===== src/pkg/adc_seq_cfg.svh =====
`ifndef ADC_SEQ_CFG_SVH
`define ADC_SEQ_CFG_SVH

// structure sizes
`define SEQ_COUNT 3
`define SAMPLES_MAX 4
`define SEL_W 3
`define RESULT_W 10
`define FIFO_DEPTH_MAX 4
`define PTR_W 2
`define CNT_W 3
`define ADDR_W 8
`define DATA_W 32
`define REG12_W 16
`define IRQ_W 6

// per-sequencer depth of samples and results
`define SAMPLES_12 4
`define SAMPLES_3 1
`define FIFO_DEPTH_12 4
`define FIFO_DEPTH_3 1

// register byte offsets
`define OFS_SEQ1_INSEL 8'h70
`define OFS_SEQ1_CTL 8'h74
`define OFS_SEQ1_FIFO 8'h78
`define OFS_SEQ1_FSTAT 8'h7c
`define OFS_SEQ2_INSEL 8'h90
`define OFS_SEQ2_CTL 8'h94
`define OFS_SEQ2_FIFO 8'h98
`define OFS_SEQ2_FSTAT 8'h9c
`define OFS_SEQ3_INSEL 8'hb0
`define OFS_SEQ3_CTL 8'hb4
`define OFS_SEQ3_FIFO 8'hb8
`define OFS_SEQ3_FSTAT 8'hbc
`define OFS_IRQ_STATUS 8'hc0
`define OFS_IRQ_MASK 8'hc4

// reset values and writable masks
`define CTL12_RST 16'h2000
`define CTL12_WMASK 16'h6667
`define INSEL12_WMASK 16'h7777
`define CTL3_RST 3'h2
`define CTL3_WMASK 3'h6

// control field positions
`define CTL_SINGLE_BIT 0
`define CTL_LAST0_BIT 1
`define CTL_IE0_BIT 2
`define CTL_STRIDE 4

// fifo status field positions
`define FSTAT_FULL_BIT 12
`define FSTAT_EMPTY_BIT 8
`define FSTAT_HPTR_LSB 4

// interrupt status layout
`define IRQ_OVF_LSB 3

`endif


===== src/pkg/adc_seq_pkg.sv =====
`include "adc_seq_cfg.svh"

package adc_seq_pkg;

    typedef enum logic [1:0] {
        SEQ_IDLE = 2'b00,
        SEQ_REQ = 2'b01,
        SEQ_WAIT = 2'b10
    } seq_state_e;

    typedef logic [`SEL_W-1:0] sel_t;
    typedef logic [`RESULT_W-1:0] result_t;

    typedef struct packed {
        logic [`SAMPLES_MAX-1:0] irq_enable;
        logic [`SAMPLES_MAX-1:0] is_last;
        logic single_sample_per_trigger;
    } seq_cfg_s;

    typedef struct packed {
        seq_state_e state;
        logic [`PTR_W-1:0] pos;
    } walker_st_s;

    typedef struct packed {
        logic req;
        sel_t input_sel;
        logic sample_done;
        logic sample_irq;
    } walker_out_s;

    typedef struct packed {
        logic [`REG12_W-1:0] seq1_sample_control;
        logic [`REG12_W-1:0] seq1_input_select;
        logic [`REG12_W-1:0] seq2_sample_control;
        logic [`REG12_W-1:0] seq2_input_select;
        sel_t seq3_input_select;
        logic [2:0] seq3_sample_control;
        logic [`IRQ_W-1:0] irq_status;
        logic [`IRQ_W-1:0] irq_mask;
        logic [`SEQ_COUNT-1:0][`FIFO_DEPTH_MAX-1:0][`RESULT_W-1:0] fifo;
        logic [`SEQ_COUNT-1:0][`PTR_W-1:0] head;
        logic [`SEQ_COUNT-1:0][`PTR_W-1:0] tail;
        logic [`SEQ_COUNT-1:0][`CNT_W-1:0] level;
        logic [`DATA_W-1:0] rdata;
        logic conv_start;
        sel_t conv_input;
        logic [1:0] owner;
        logic busy;
        logic irq;
    } ctl_st_s;

endpackage


===== src/rtl/seq_walker.sv =====
`timescale 1ns/1ps
`include "adc_seq_cfg.svh"

module seq_walker #(
    parameter int SAMPLES = `SAMPLES_12
) (
    input wire logic i_clk,                                        // system clock
    input wire logic i_rst_n,                                      // sync reset, active low
    input wire logic i_trig,                                       // start pulse
    input wire adc_seq_pkg::seq_cfg_s i_cfg,                       // per-sample flags
    input wire logic [`SAMPLES_MAX-1:0][`SEL_W-1:0] i_input_sel,   // per-sample input
    input wire logic i_grant,                                      // converter taken
    input wire logic i_done,                                       // conversion finished
    output adc_seq_pkg::walker_out_s o_out                         // request and events
);

    localparam logic [`PTR_W-1:0] LAST_POS = `PTR_W'(SAMPLES - 1);

    adc_seq_pkg::walker_st_s st_ff;
    adc_seq_pkg::walker_st_s nxt_st;

    // walk the sample positions from the first, stop at the end flag
    always_comb begin
        nxt_st = st_ff;
        case (st_ff.state)
            adc_seq_pkg::SEQ_IDLE: begin
                if (i_trig) begin
                    nxt_st.state = adc_seq_pkg::SEQ_REQ;
                end
            end
            adc_seq_pkg::SEQ_REQ: begin
                if (i_grant) begin
                    nxt_st.state = adc_seq_pkg::SEQ_WAIT;
                end
            end
            adc_seq_pkg::SEQ_WAIT: begin
                if (i_done) begin
                    // last position also ends a sequence with no end flag set
                    if (i_cfg.is_last[st_ff.pos] || st_ff.pos == LAST_POS) begin
                        nxt_st.pos = '0;
                        nxt_st.state = adc_seq_pkg::SEQ_IDLE;
                    end else begin
                        nxt_st.pos = st_ff.pos + 1'b1;
                        // single mode: keep the advanced position, wait for next trigger
                        if (i_cfg.single_sample_per_trigger) begin
                            nxt_st.state = adc_seq_pkg::SEQ_IDLE;
                        end else begin
                            nxt_st.state = adc_seq_pkg::SEQ_REQ;
                        end
                    end
                end
            end
            default: begin
                nxt_st.state = adc_seq_pkg::SEQ_IDLE;
            end
        endcase
    end

    // request and per-sample events
    always_comb begin
        o_out.req = (st_ff.state == adc_seq_pkg::SEQ_REQ);
        o_out.input_sel = i_input_sel[st_ff.pos];
        o_out.sample_done = (st_ff.state == adc_seq_pkg::SEQ_WAIT) && i_done;
        o_out.sample_irq = o_out.sample_done && i_cfg.irq_enable[st_ff.pos];
    end

    always_ff @(posedge i_clk) begin
        if (!i_rst_n) begin
            st_ff <= '{state: adc_seq_pkg::SEQ_IDLE, pos: '0};
        end else begin
            st_ff <= nxt_st;
        end
    end

endmodule


===== src/rtl/adc_sample_sequence_control.sv =====
// Overview of operation
// - sequencers 1 and 2 each own a control register, 16 low bits used
// - sequencer 1 control at 0x74, sequencer 2 control at 0x94
// - fourth-sample interrupt enable, bit 14, resets 0, raises interrupt after fourth sample
// - third-sample interrupt enable, bit 10, resets 0, raises interrupt after third sample
// - second-sample interrupt enable, bit 6, resets 0, raises interrupt after second sample
// - first-sample interrupt enable, bit 2, all three sequencers, resets 0
// - fourth-sample end flag, bit 13, resets 1, ends sequence there
// - third-sample end flag, bit 9, resets 0, ends sequence there
// - second-sample end flag, bit 5, resets 0, ends sequence there
// - first-sample end flag, bit 1, resets 0 on sequencers 1 and 2
// - single-sample-per-trigger bit 0 resets 0, one sample per trigger
// - sequencer 3 input select at 0xb0, bits 2:0, resets 0
// - sequencer 3 control at 0xb4, first end flag resets 1
// - reserved bits read zero, writes to them ignored
// - sequencers 1 and 2 have a 3-bit input select per sample
// - result fifo read gives 10-bit result in bits 9:0, rest zero
//
// The strobed register port was chosen for this implementation.
`timescale 1ns/1ps
`include "adc_seq_cfg.svh"

module adc_sample_sequence_control #(
    parameter int ADDR_W = `ADDR_W
) (
    input wire logic i_clk,                          // system clock, 10 MHz
    input wire logic i_rst_n,                        // sync reset, active low
    input wire logic [ADDR_W-1:0] i_addr,            // register byte address
    input wire logic [`DATA_W-1:0] i_wdata,          // write data
    input wire logic i_wr,                           // write strobe
    input wire logic i_rd,                           // read strobe
    output logic [`DATA_W-1:0] o_rdata,              // read data, cycle after strobe
    input wire logic [`SEQ_COUNT-1:0] i_trig,        // trigger pulse per sequencer
    output logic o_conv_start,                       // converter start pulse
    output adc_seq_pkg::sel_t o_conv_input,          // analog input for this start
    input wire logic i_conv_done,                    // converter finished pulse
    input wire adc_seq_pkg::result_t i_conv_data,    // result beside done
    output logic o_irq                               // level interrupt
);

    localparam adc_seq_pkg::ctl_st_s ST_RST = '{
        seq1_sample_control: `CTL12_RST,
        seq2_sample_control: `CTL12_RST,
        seq3_sample_control: `CTL3_RST,
        default: '0
    };

    adc_seq_pkg::ctl_st_s st_ff;
    adc_seq_pkg::ctl_st_s nxt_st;

    adc_seq_pkg::seq_cfg_s [`SEQ_COUNT-1:0] seq_cfg;
    logic [`SEQ_COUNT-1:0][`SAMPLES_MAX-1:0][`SEL_W-1:0] seq_insel;
    adc_seq_pkg::walker_out_s [`SEQ_COUNT-1:0] wout;
    logic [`SEQ_COUNT-1:0] grant;
    logic [`SEQ_COUNT-1:0] done;

    // fifo depth of a sequencer
    function automatic logic [`CNT_W-1:0] depth_of(input int k);
        if (k == `SEQ_COUNT - 1) begin
            depth_of = `CNT_W'(`FIFO_DEPTH_3);
        end else begin
            depth_of = `CNT_W'(`FIFO_DEPTH_12);
        end
    endfunction

    // pointer advance with wrap at the sequencer's depth
    function automatic logic [`PTR_W-1:0] ptr_inc(input logic [`PTR_W-1:0] ptr, input logic [`CNT_W-1:0] dep);
        if ({1'b0, ptr} == dep - 1'b1) begin
            ptr_inc = '0;
        end else begin
            ptr_inc = ptr + 1'b1;
        end
    endfunction

    // result fifo read address of a sequencer
    function automatic logic [ADDR_W-1:0] fifo_ofs(input int k);
        if (k == 0) begin
            fifo_ofs = ADDR_W'(`OFS_SEQ1_FIFO);
        end else if (k == 1) begin
            fifo_ofs = ADDR_W'(`OFS_SEQ2_FIFO);
        end else begin
            fifo_ofs = ADDR_W'(`OFS_SEQ3_FIFO);
        end
    endfunction

    // fifo status word: full, empty, head and tail pointers
    function automatic logic [`DATA_W-1:0] fstat_of(input adc_seq_pkg::ctl_st_s s, input int k);
        logic [`DATA_W-1:0] w;
        w = '0;
        w[`FSTAT_FULL_BIT] = (s.level[k] == depth_of(k));
        w[`FSTAT_EMPTY_BIT] = (s.level[k] == '0);
        w[`FSTAT_HPTR_LSB +: `PTR_W] = s.head[k];
        w[0 +: `PTR_W] = s.tail[k];
        fstat_of = w;
    endfunction

    // unpack control registers into per-sample flags and selects
    always_comb begin
        seq_cfg = '0;
        seq_insel = '0;
        for (int j = 0; j < `SAMPLES_MAX; j++) begin
            seq_cfg[0].irq_enable[j] = st_ff.seq1_sample_control[`CTL_IE0_BIT + `CTL_STRIDE * j];
            seq_cfg[0].is_last[j] = st_ff.seq1_sample_control[`CTL_LAST0_BIT + `CTL_STRIDE * j];
            seq_cfg[1].irq_enable[j] = st_ff.seq2_sample_control[`CTL_IE0_BIT + `CTL_STRIDE * j];
            seq_cfg[1].is_last[j] = st_ff.seq2_sample_control[`CTL_LAST0_BIT + `CTL_STRIDE * j];
            seq_insel[0][j] = st_ff.seq1_input_select[`CTL_STRIDE * j +: `SEL_W];
            seq_insel[1][j] = st_ff.seq2_input_select[`CTL_STRIDE * j +: `SEL_W];
        end
        seq_cfg[0].single_sample_per_trigger = st_ff.seq1_sample_control[`CTL_SINGLE_BIT];
        seq_cfg[1].single_sample_per_trigger = st_ff.seq2_sample_control[`CTL_SINGLE_BIT];
        // sequencer 3 has only the first sample's flags
        seq_cfg[2].irq_enable[0] = st_ff.seq3_sample_control[`CTL_IE0_BIT];
        seq_cfg[2].is_last[0] = st_ff.seq3_sample_control[`CTL_LAST0_BIT];
        seq_insel[2][0] = st_ff.seq3_input_select;
    end

    // one walker per sequencer, sequencer 3 with a single position
    for (genvar g = 0; g < `SEQ_COUNT; g++) begin : g_seq
        seq_walker #(
            .SAMPLES((g == `SEQ_COUNT - 1) ? `SAMPLES_3 : `SAMPLES_12)
        ) u_walker (
            .i_clk(i_clk),
            .i_rst_n(i_rst_n),
            .i_trig(i_trig[g]),
            .i_cfg(seq_cfg[g]),
            .i_input_sel(seq_insel[g]),
            .i_grant(grant[g]),
            .i_done(done[g]),
            .o_out(wout[g])
        );
    end

    // register file, converter arbitration, fifos and interrupt status
    always_comb begin
        logic [`IRQ_W-1:0] clr;
        logic [`IRQ_W-1:0] ev;
        logic pop;
        logic full;
        logic push_ok;
        nxt_st = st_ff;
        clr = '0;
        ev = '0;
        pop = 1'b0;
        full = 1'b0;
        push_ok = 1'b0;
        grant = '0;
        done = '0;
        nxt_st.conv_start = 1'b0;
        nxt_st.rdata = '0;

        // writes: only defined bits stored, reserved bits dropped
        if (i_wr) begin
            if (i_addr == ADDR_W'(`OFS_SEQ1_CTL)) begin
                nxt_st.seq1_sample_control = i_wdata[`REG12_W-1:0] & `CTL12_WMASK;
            end else if (i_addr == ADDR_W'(`OFS_SEQ2_CTL)) begin
                nxt_st.seq2_sample_control = i_wdata[`REG12_W-1:0] & `CTL12_WMASK;
            end else if (i_addr == ADDR_W'(`OFS_SEQ1_INSEL)) begin
                nxt_st.seq1_input_select = i_wdata[`REG12_W-1:0] & `INSEL12_WMASK;
            end else if (i_addr == ADDR_W'(`OFS_SEQ2_INSEL)) begin
                nxt_st.seq2_input_select = i_wdata[`REG12_W-1:0] & `INSEL12_WMASK;
            end else if (i_addr == ADDR_W'(`OFS_SEQ3_INSEL)) begin
                nxt_st.seq3_input_select = i_wdata[`SEL_W-1:0];
            end else if (i_addr == ADDR_W'(`OFS_SEQ3_CTL)) begin
                nxt_st.seq3_sample_control = i_wdata[2:0] & `CTL3_WMASK;
            end else if (i_addr == ADDR_W'(`OFS_IRQ_STATUS)) begin
                clr = i_wdata[`IRQ_W-1:0];
            end else if (i_addr == ADDR_W'(`OFS_IRQ_MASK)) begin
                nxt_st.irq_mask = i_wdata[`IRQ_W-1:0];
            end
        end

        // reads: registered, zero above the field and on unmapped offsets
        if (i_rd) begin
            if (i_addr == ADDR_W'(`OFS_SEQ1_CTL)) begin
                nxt_st.rdata = {16'h0000, st_ff.seq1_sample_control};
            end else if (i_addr == ADDR_W'(`OFS_SEQ2_CTL)) begin
                nxt_st.rdata = {16'h0000, st_ff.seq2_sample_control};
            end else if (i_addr == ADDR_W'(`OFS_SEQ1_INSEL)) begin
                nxt_st.rdata = {16'h0000, st_ff.seq1_input_select};
            end else if (i_addr == ADDR_W'(`OFS_SEQ2_INSEL)) begin
                nxt_st.rdata = {16'h0000, st_ff.seq2_input_select};
            end else if (i_addr == ADDR_W'(`OFS_SEQ3_INSEL)) begin
                nxt_st.rdata = {29'h0000000, st_ff.seq3_input_select};
            end else if (i_addr == ADDR_W'(`OFS_SEQ3_CTL)) begin
                nxt_st.rdata = {29'h0000000, st_ff.seq3_sample_control};
            end else if (i_addr == ADDR_W'(`OFS_SEQ1_FIFO)) begin
                nxt_st.rdata = {22'h000000, st_ff.fifo[0][st_ff.tail[0]]};
            end else if (i_addr == ADDR_W'(`OFS_SEQ2_FIFO)) begin
                nxt_st.rdata = {22'h000000, st_ff.fifo[1][st_ff.tail[1]]};
            end else if (i_addr == ADDR_W'(`OFS_SEQ3_FIFO)) begin
                nxt_st.rdata = {22'h000000, st_ff.fifo[2][st_ff.tail[2]]};
            end else if (i_addr == ADDR_W'(`OFS_SEQ1_FSTAT)) begin
                nxt_st.rdata = fstat_of(st_ff, 0);
            end else if (i_addr == ADDR_W'(`OFS_SEQ2_FSTAT)) begin
                nxt_st.rdata = fstat_of(st_ff, 1);
            end else if (i_addr == ADDR_W'(`OFS_SEQ3_FSTAT)) begin
                nxt_st.rdata = fstat_of(st_ff, 2);
            end else if (i_addr == ADDR_W'(`OFS_IRQ_STATUS)) begin
                nxt_st.rdata = {26'h0000000, st_ff.irq_status};
            end else if (i_addr == ADDR_W'(`OFS_IRQ_MASK)) begin
                nxt_st.rdata = {26'h0000000, st_ff.irq_mask};
            end
        end

        // one converter shared; sequencer 1 wins, then 2, then 3
        if (!st_ff.busy) begin
            if (wout[0].req) begin
                grant[0] = 1'b1;
                nxt_st.owner = 2'h0;
            end else if (wout[1].req) begin
                grant[1] = 1'b1;
                nxt_st.owner = 2'h1;
            end else if (wout[2].req) begin
                grant[2] = 1'b1;
                nxt_st.owner = 2'h2;
            end
            if (|grant) begin
                nxt_st.busy = 1'b1;
                nxt_st.conv_start = 1'b1;
                nxt_st.conv_input = wout[nxt_st.owner].input_sel;
            end
        end else if (i_conv_done) begin
            // a done outside a conversion is ignored
            nxt_st.busy = 1'b0;
            done[st_ff.owner] = 1'b1;
        end

        // result fifos: a read pops, a finished sample pushes
        for (int k = 0; k < `SEQ_COUNT; k++) begin
            pop = i_rd && (i_addr == fifo_ofs(k)) && (st_ff.level[k] != '0);
            full = (st_ff.level[k] == depth_of(k));
            // a full fifo still takes a result when a pop frees a slot this cycle
            push_ok = wout[k].sample_done && (!full || pop);
            if (pop) begin
                nxt_st.tail[k] = ptr_inc(st_ff.tail[k], depth_of(k));
            end
            if (push_ok) begin
                nxt_st.fifo[k][st_ff.head[k]] = i_conv_data;
                nxt_st.head[k] = ptr_inc(st_ff.head[k], depth_of(k));
            end
            nxt_st.level[k] = st_ff.level[k] + `CNT_W'(push_ok) - `CNT_W'(pop);
            // dropped result flags overflow instead of overwriting
            ev[`IRQ_OVF_LSB + k] = wout[k].sample_done && !push_ok;
            ev[k] = wout[k].sample_irq;
        end

        // sticky status, write one to clear, a new event wins over the clear
        nxt_st.irq_status = (st_ff.irq_status & ~clr) | ev;
        nxt_st.irq = |(nxt_st.irq_status & nxt_st.irq_mask);
    end

    // all state in one register
    always_ff @(posedge i_clk) begin
        if (!i_rst_n) begin
            st_ff <= ST_RST;
        end else begin
            st_ff <= nxt_st;
        end
    end

    // outputs straight from the state register
    assign o_rdata = st_ff.rdata;
    assign o_conv_start = st_ff.conv_start;
    assign o_conv_input = st_ff.conv_input;
    assign o_irq = st_ff.irq;

endmodule


===== config.mk =====
export PLATFORM = sky130hd
export DESIGN_NAME = adc_sample_sequence_control
export DESIGN_NICKNAME = d
export VERILOG_FILES = /design/src/pkg/adc_seq_pkg.sv /design/src/rtl/seq_walker.sv /design/src/rtl/adc_sample_sequence_control.sv
export VERILOG_INCLUDE_DIRS = /design/src /design/src/pkg
export SDC_FILE = /design/constraint.sdc
export NUM_CORES = 1
export LEC_CHECK = 0
export BUFFER_PORTS_ARGS = -buffer_cell sky130_fd_sc_hd__buf_2
export CAP_MARGIN = 25
export CORE_ASPECT_RATIO = 1.2
export CORE_MARGIN = 8
export CORE_UTILIZATION = 37
export DETAILED_ROUTE_END_ITERATION = 8
export GPL_TIMING_DRIVEN = 1
export PLACE_DENSITY = 0.62
export SLEW_MARGIN = 10
export SYNTH_ARGS = -nofsm -noshare
export SYNTH_HDL_FRONTEND = slang
export SYNTH_SLANG_ARGS = --single-unit

===== constraint.sdc =====
create_clock -name i_clk -period 3.5 [get_ports i_clk]
set_input_delay 0.35 -clock i_clk [delete_from_list [all_inputs] [get_ports i_clk]]
set_output_delay 0.35 -clock i_clk [all_outputs]
set_load 0.01 [all_outputs]

# [Word level (Yosys, flattened, before mapping)]
# Cells that the tools add are included.
[classes] n_addsub=21 n_mul=0 div=0 n_lt_le_gt_ge=15 eq_ne=43 n_shift=0 muxes=151 bitwise_logic=13 n_reduce_logical=65
[op_table] cell="$mux 3" count=51
[op_table] cell="$bwmux 40" count=3
[op_table] cell="$mux 6" count=19
[op_table] cell="$mux 13" count=8
[op_table] cell="$eq 8x8->1 const B" count=10
[op_table] cell="$bmux 10 s2" count=3
[op_table] cell="$demux 10 s2" count=3
[op_table] cell="$mux 10" count=6
[op_table] cell="$mux 15" count=4
[op_table] cell="$mux 2" count=18
[op_table] cell="$lt 2x3->1 const B" count=11
[op_table] cell="$eq 8x7->1 const B" count=4
[op_table] cell="$logic_and 1x1->1" count=22
[op_table] cell="$add 2x1->2 const B" count=9
[op_table] cell="$bmux 3 s2" count=3
[op_table] cell="$eq 2x3->1" count=6
[op_table] cell="$pmux 2 s3" count=3
[op_table] cell="$sub 3x1->3 const B" count=6
[op_table] cell="$mux 1" count=17
[op_table] cell="$mux 4" count=4
[op_table] cell="$reduce_or 15->1" count=1
[op_table] cell="$reduce_or 14->1" count=1
[op_table] cell="$and 6x6->6" count=2
[op_table] cell="$bmux 1 s2" count=6
[op_table] cell="other kinds (31)" count=88
[totals] reg_bits=252 latchBits=0 ramBits=0 romBits=0 input_bits=58 output_inout_bits=37 elab_cells=353 n_memories=0

# [Logic depth before layout (Yosys ltp)]
[logic_depth] depth_word=27 mapped_depth=15 mapped_depth_nobuf=13

# [By module]
# From an unflattened synthesis, not the netlist that was laid out.
[unflattened] cells_unflattened=1319 area_unflattened_um2=12116.6
[by_module_without_submodules] module="adc_sample_sequence_control" n_inst=1 cells_per_inst=1224 area_each_um2=10998.0 seq_area_each_um2=4444.3
[by_module_without_submodules] module="seq_walker (g_seq[0].u_walker ...)" n_inst=2 cells_per_inst=31 area_each_um2=370.4 seq_area_each_um2=80.1
[by_module_without_submodules] module="seq_walker (g_seq[2].u_walker)" n_inst=1 cells_per_inst=33 area_each_um2=377.9 seq_area_each_um2=80.1

# [Worst setup path before layout]
# Ideal clock, no wire load.
[synth_path] path_type="in2reg" from="input port i_addr[0]" to="register st_ff[48] (netlist name)" setup_ns=0.128 t_arrival_ns=2.842 required_time_ns=3.372 setup_slack_ns=0.530 stages=15 path_buffers=3 cell_sequence="buf_4 -> nor4b_4 -> a31oi_1 -> nor3_1 -> buf_2 -> buf_2 -> inv_1 -> ha_1 -> inv_1 -> ha_1 -> inv_1 -> fa_1 -> xor2_1 -> xnor2_1 -> nor2_1"
[synth_between] elab_chain_len=7
[synth_rtl] item="start: declaration" line="adc_sample_sequence_control.sv:28" source="input wire logic [ADDR_W-1:0] i_addr,"
[synth_rtl] item="$eq 8x8->1 *" line="adc_sample_sequence_control.sv:230" source="pop = i_rd && (i_addr == fifo_ofs(k)) && (st_ff.level[k] != '0);"
[synth_rtl] item="$logic_and 1x1->1 * (2 in a row)" line="adc_sample_sequence_control.sv:230"
[synth_rtl] item="$logic_or 1x1->1" line="adc_sample_sequence_control.sv:233" source="push_ok = wout[k].sample_done && (!full || pop);"
[synth_rtl] item="$logic_and 1x1->1" line="adc_sample_sequence_control.sv:233"
[synth_rtl] item="$add 3x1->3" line="adc_sample_sequence_control.sv:241" source="nxt_st.level[k] = st_ff.level[k] + `CNT_W'(push_ok) - `CNT_W'(pop);"
[synth_rtl] item="$sub 3x1->3 *" line="adc_sample_sequence_control.sv:241"
[synth_rtl] item="end signal: assignment" line="adc_sample_sequence_control.sv:257" source="st_ff <= nxt_st;"
[synth_rtl] item="end: declaration" line="adc_sample_sequence_control.sv:48" source="adc_seq_pkg::ctl_st_s st_ff;"
# Every way passes the cells marked *; elsewhere a longest branch is shown, timed or not.
# A chain may end at the register's enable or synchronous reset.

# [Worst setup path after layout]
[layout_path] from="register st_ff[1] (netlist name)" to="register st_ff[45] (netlist name)"
[layout_between] elab_chain_len=5
[layout_rtl] item="$mux 3" line="adc_sample_sequence_control.sv:206" source="if (!st_ff.busy) begin"
[layout_rtl] item="$logic_and 1x1->1" line="seq_walker.sv:63" source="o_out.sample_done = (st_ff.state == adc_seq_pkg::SEQ_WAIT) && i_done;"
[layout_rtl] item="$logic_and 1x1->1" line="adc_sample_sequence_control.sv:233"
[layout_rtl] item="$add 3x1->3" line="adc_sample_sequence_control.sv:241"
[layout_rtl] item="$sub 3x1->3" line="adc_sample_sequence_control.sv:241"
# Every way passes these cells.

==> flow_metrics.tcl <==
set metrics [dict create \
    status "finished, final reports clean" \
    yosys_warnings 0 \
    vias 9546 \
    antenna_found_initial 0 \
    io_buffers 57 \
    syn_area_um2 11400 \
    drc_errors 0 \
    syn_avg_cell_area_um2 8.85 \
    area_growth_pct 11.4 \
    gp_congestion 0.920 \
    cts_resized 0 \
    drive_above_1_share_pct 15.0 \
    fill_cells 3053 \
    first_global_vias 9135 \
    grt_pass1_wl_um 53200 \
    grtUsageTotal_pct 18.0 \
    clk_path_buf_depth 3 \
    cts_setup_buffers 0 \
    wl_um 34100 \
    min_period_ns 2.87 \
    finClkSkew_ns 0.0137 \
    synthDistinctLibCells 71 \
    critPathLaunchType "flop" \
    cts_tree "built" \
    dp_hpwl_um 23900 \
    synth_area_leader_cell "dfxtp_1" \
    yosysSeqAreaShare_pct 41.2 \
    cts_htree_levels 1 \
    worst_skew_pair.late_latency_ns 0.53 \
    grt_max_degree 98 \
    arrival_ns 3.26 \
    synth.area.top_cells "dfxtp_1, mux4_2, a21oi_1" \
    rsz0062_at_grt "false" \
    vias_per_cell 5.63 \
    overflow 0 \
    synth_ff_type "dfxtp_1" \
    chipWidth_um 176 \
    slew_headroom_pct 46.9 \
    hp-class "input pin to flop" \
    finalInstanceArea_um2 12700 \
    endpoint_kind "flop" \
    die-area_um2 36600 \
    clockRootBuffer "clkbuf_16" \
    hold_ws_ns 0.0899 \
    final_nets 1369 \
    path_clk_slew_ns 0.07 \
    synth_edf_count 0 \
    synth_top_area_share_pct 41.2 \
    powerDensity_nw_per_um2 470 \
    drv_cap 0 \
    ctsHoldBuffers 0 \
    wl_per_cell_um 20.1 \
    fin_tns_setup_ns 0 \
    cp_max_fo 6 \
    core_um2 30400 \
    dr.pass1.iters 5 \
    final_common_cell "dfxtp_1" \
    start_util_pct 37.4 \
    die_h_um 208 \
    worstSetupPathType "flop to flop" \
    ys_async_sr_fraction_pct 0 \
    slew_viol_final 0 \
    ant_nets 0 \
    placed_area_um2 11700 \
    rows 70 \
    fmax_mhz 348 \
    tightest_slew_ns 0.796 \
    clock-sinks 234 \
    layout_setup_ws_ns 0.629 \
    finalCritPeriodShare_pct 82.0 \
    finalSetupViolCount 0 \
    cellLeakagePower_nw 4.64 \
    multiInputGateArea_um2 6000 \
    peakVddDrop_v 0.000398 \
    required_ns 3.89 \
    pre_cts_ws_ns 0.370 \
    io_pins 95 \
    yosys_register_bits 234 \
    initialDrtViolationCount 707 \
    hold_violations 0 \
    ff_latch_area_um2 4680 \
    final_cell_mix "dfxtp_1, nand2_1, a21oi_1" \
    finalPower_mw 5.95 \
    cts_buffers 26 \
    synthCells 1285 \
]
==> worst paths after layout <==
kind | endpoint | depth (start not counted) | slack [ns] | from
min reg2reg | o_conv_input[0] | 2 | 0.45 | o_conv_input[0]
max | st_ff[45] | 12 | 0.63 | st_ff[1]
min | seq_insel[9] | 3 | 0.09 | i_wdata[12]
max reg2reg | st_ff[45] | 12 | 0.63 | st_ff[1]
==> through the flow <==
step	util, %	cells
global route	41.7	1696
CTS	41.7	1696
finish	41.7	1697
floorplan	-	1302
global placement	38.6	1650
detailed placement	38.6	1650
==> critical path, stage by stage (launching register included) <==
cell	delay, ns
dfxtp_1	0.41
nand4b_1	0.18
or3b_1	0.53
nor2_2	0.23
inv_2	0.10
ha_1	0.29
inv_1	0.06
ha_1	0.14
inv_1	0.05
fa_1	0.38
xor2_1	0.18
xnor2_1	0.14
nor2_1	0.05
==> sequential cells by signal, indices dropped and copies added, names as in the netlist <==
name	cells
o_rdata	14
o_conv_start	1
o_conv_input	3
o_irq	1
seq_insel	27
st_ff	156
seq_cfg	20
g_seq.u_walker.st_ff	12
==> report_power, final <==
part | leakage [nW] | total, mW | internal [mW] | switching (mW)
clock network | 0.466 | 2.93 | 1.80 | 1.13
logic | 2.29 | 0.312 | 0.0892 | 0.222
registers | 1.89 | 2.70 | 2.68 | 0.0206
total | 4.64 | 5.95 | 4.57 | 1.37
==> Yosys cell counts (all sizes together), types with 3 or more instances <==
master    n
and3      4
or3b      4
a22o      5
nor4b     3
a32oi     3
a221oi    5
inv      27
fa        3
mux2i    61
dfxtp   234
o22ai     5
clkbuf   62
and4bb    3
a22oi    22
nor2     94
a21oi   175
nor4      3
xnor2     3
nor3b     3
nor2b     4
mux4     40
buf      65
nand4b    4
nor3     14
nand3b    4
a211oi    3
and2      6
nand2   181
o21ai    21
nand3   135
xor2      3
nand2b    9
ha       26
or3       6
a31oi     9
==> cells by family after synthesis <==
group	after synthesis	share of synthesized area, %
and+or+nand+nor	489	21.1
buffers and inverters	154	6.72
adders and majority gates	29	3.39
DFF	234	41.2
muxes	101	13.3
other	1	0.0330
xor gates and xnor gates	6	0.462
AOI/OAI and AO/OA	271	13.9
==> per-layer routing <==
layer / track usage [%] / vias up / part of all wire (%)
met5: 0 / - / 0
met4: 7.17 / 0 / 3.9
met3: 2.32 / 68 / 6.4
met2: 29.7 / 339 / 48
met1: 23.3 / 4616 / 42
li1: - / 4523 / -
==> cell type report <==
type / count / share of cell area (%)
inverters: 27 / 0.839
well taps: 396 / 3.91
clock buffers: 32 / 5.88
flip-flops and latches: 234 / 37.0
diodes: 1 / 0.0198
repair buffers: 79 / 3.65
multi-input cells: 914 / 47.3
clock inverters: 14 / 1.40
Power figures use the tool's default switching activity.
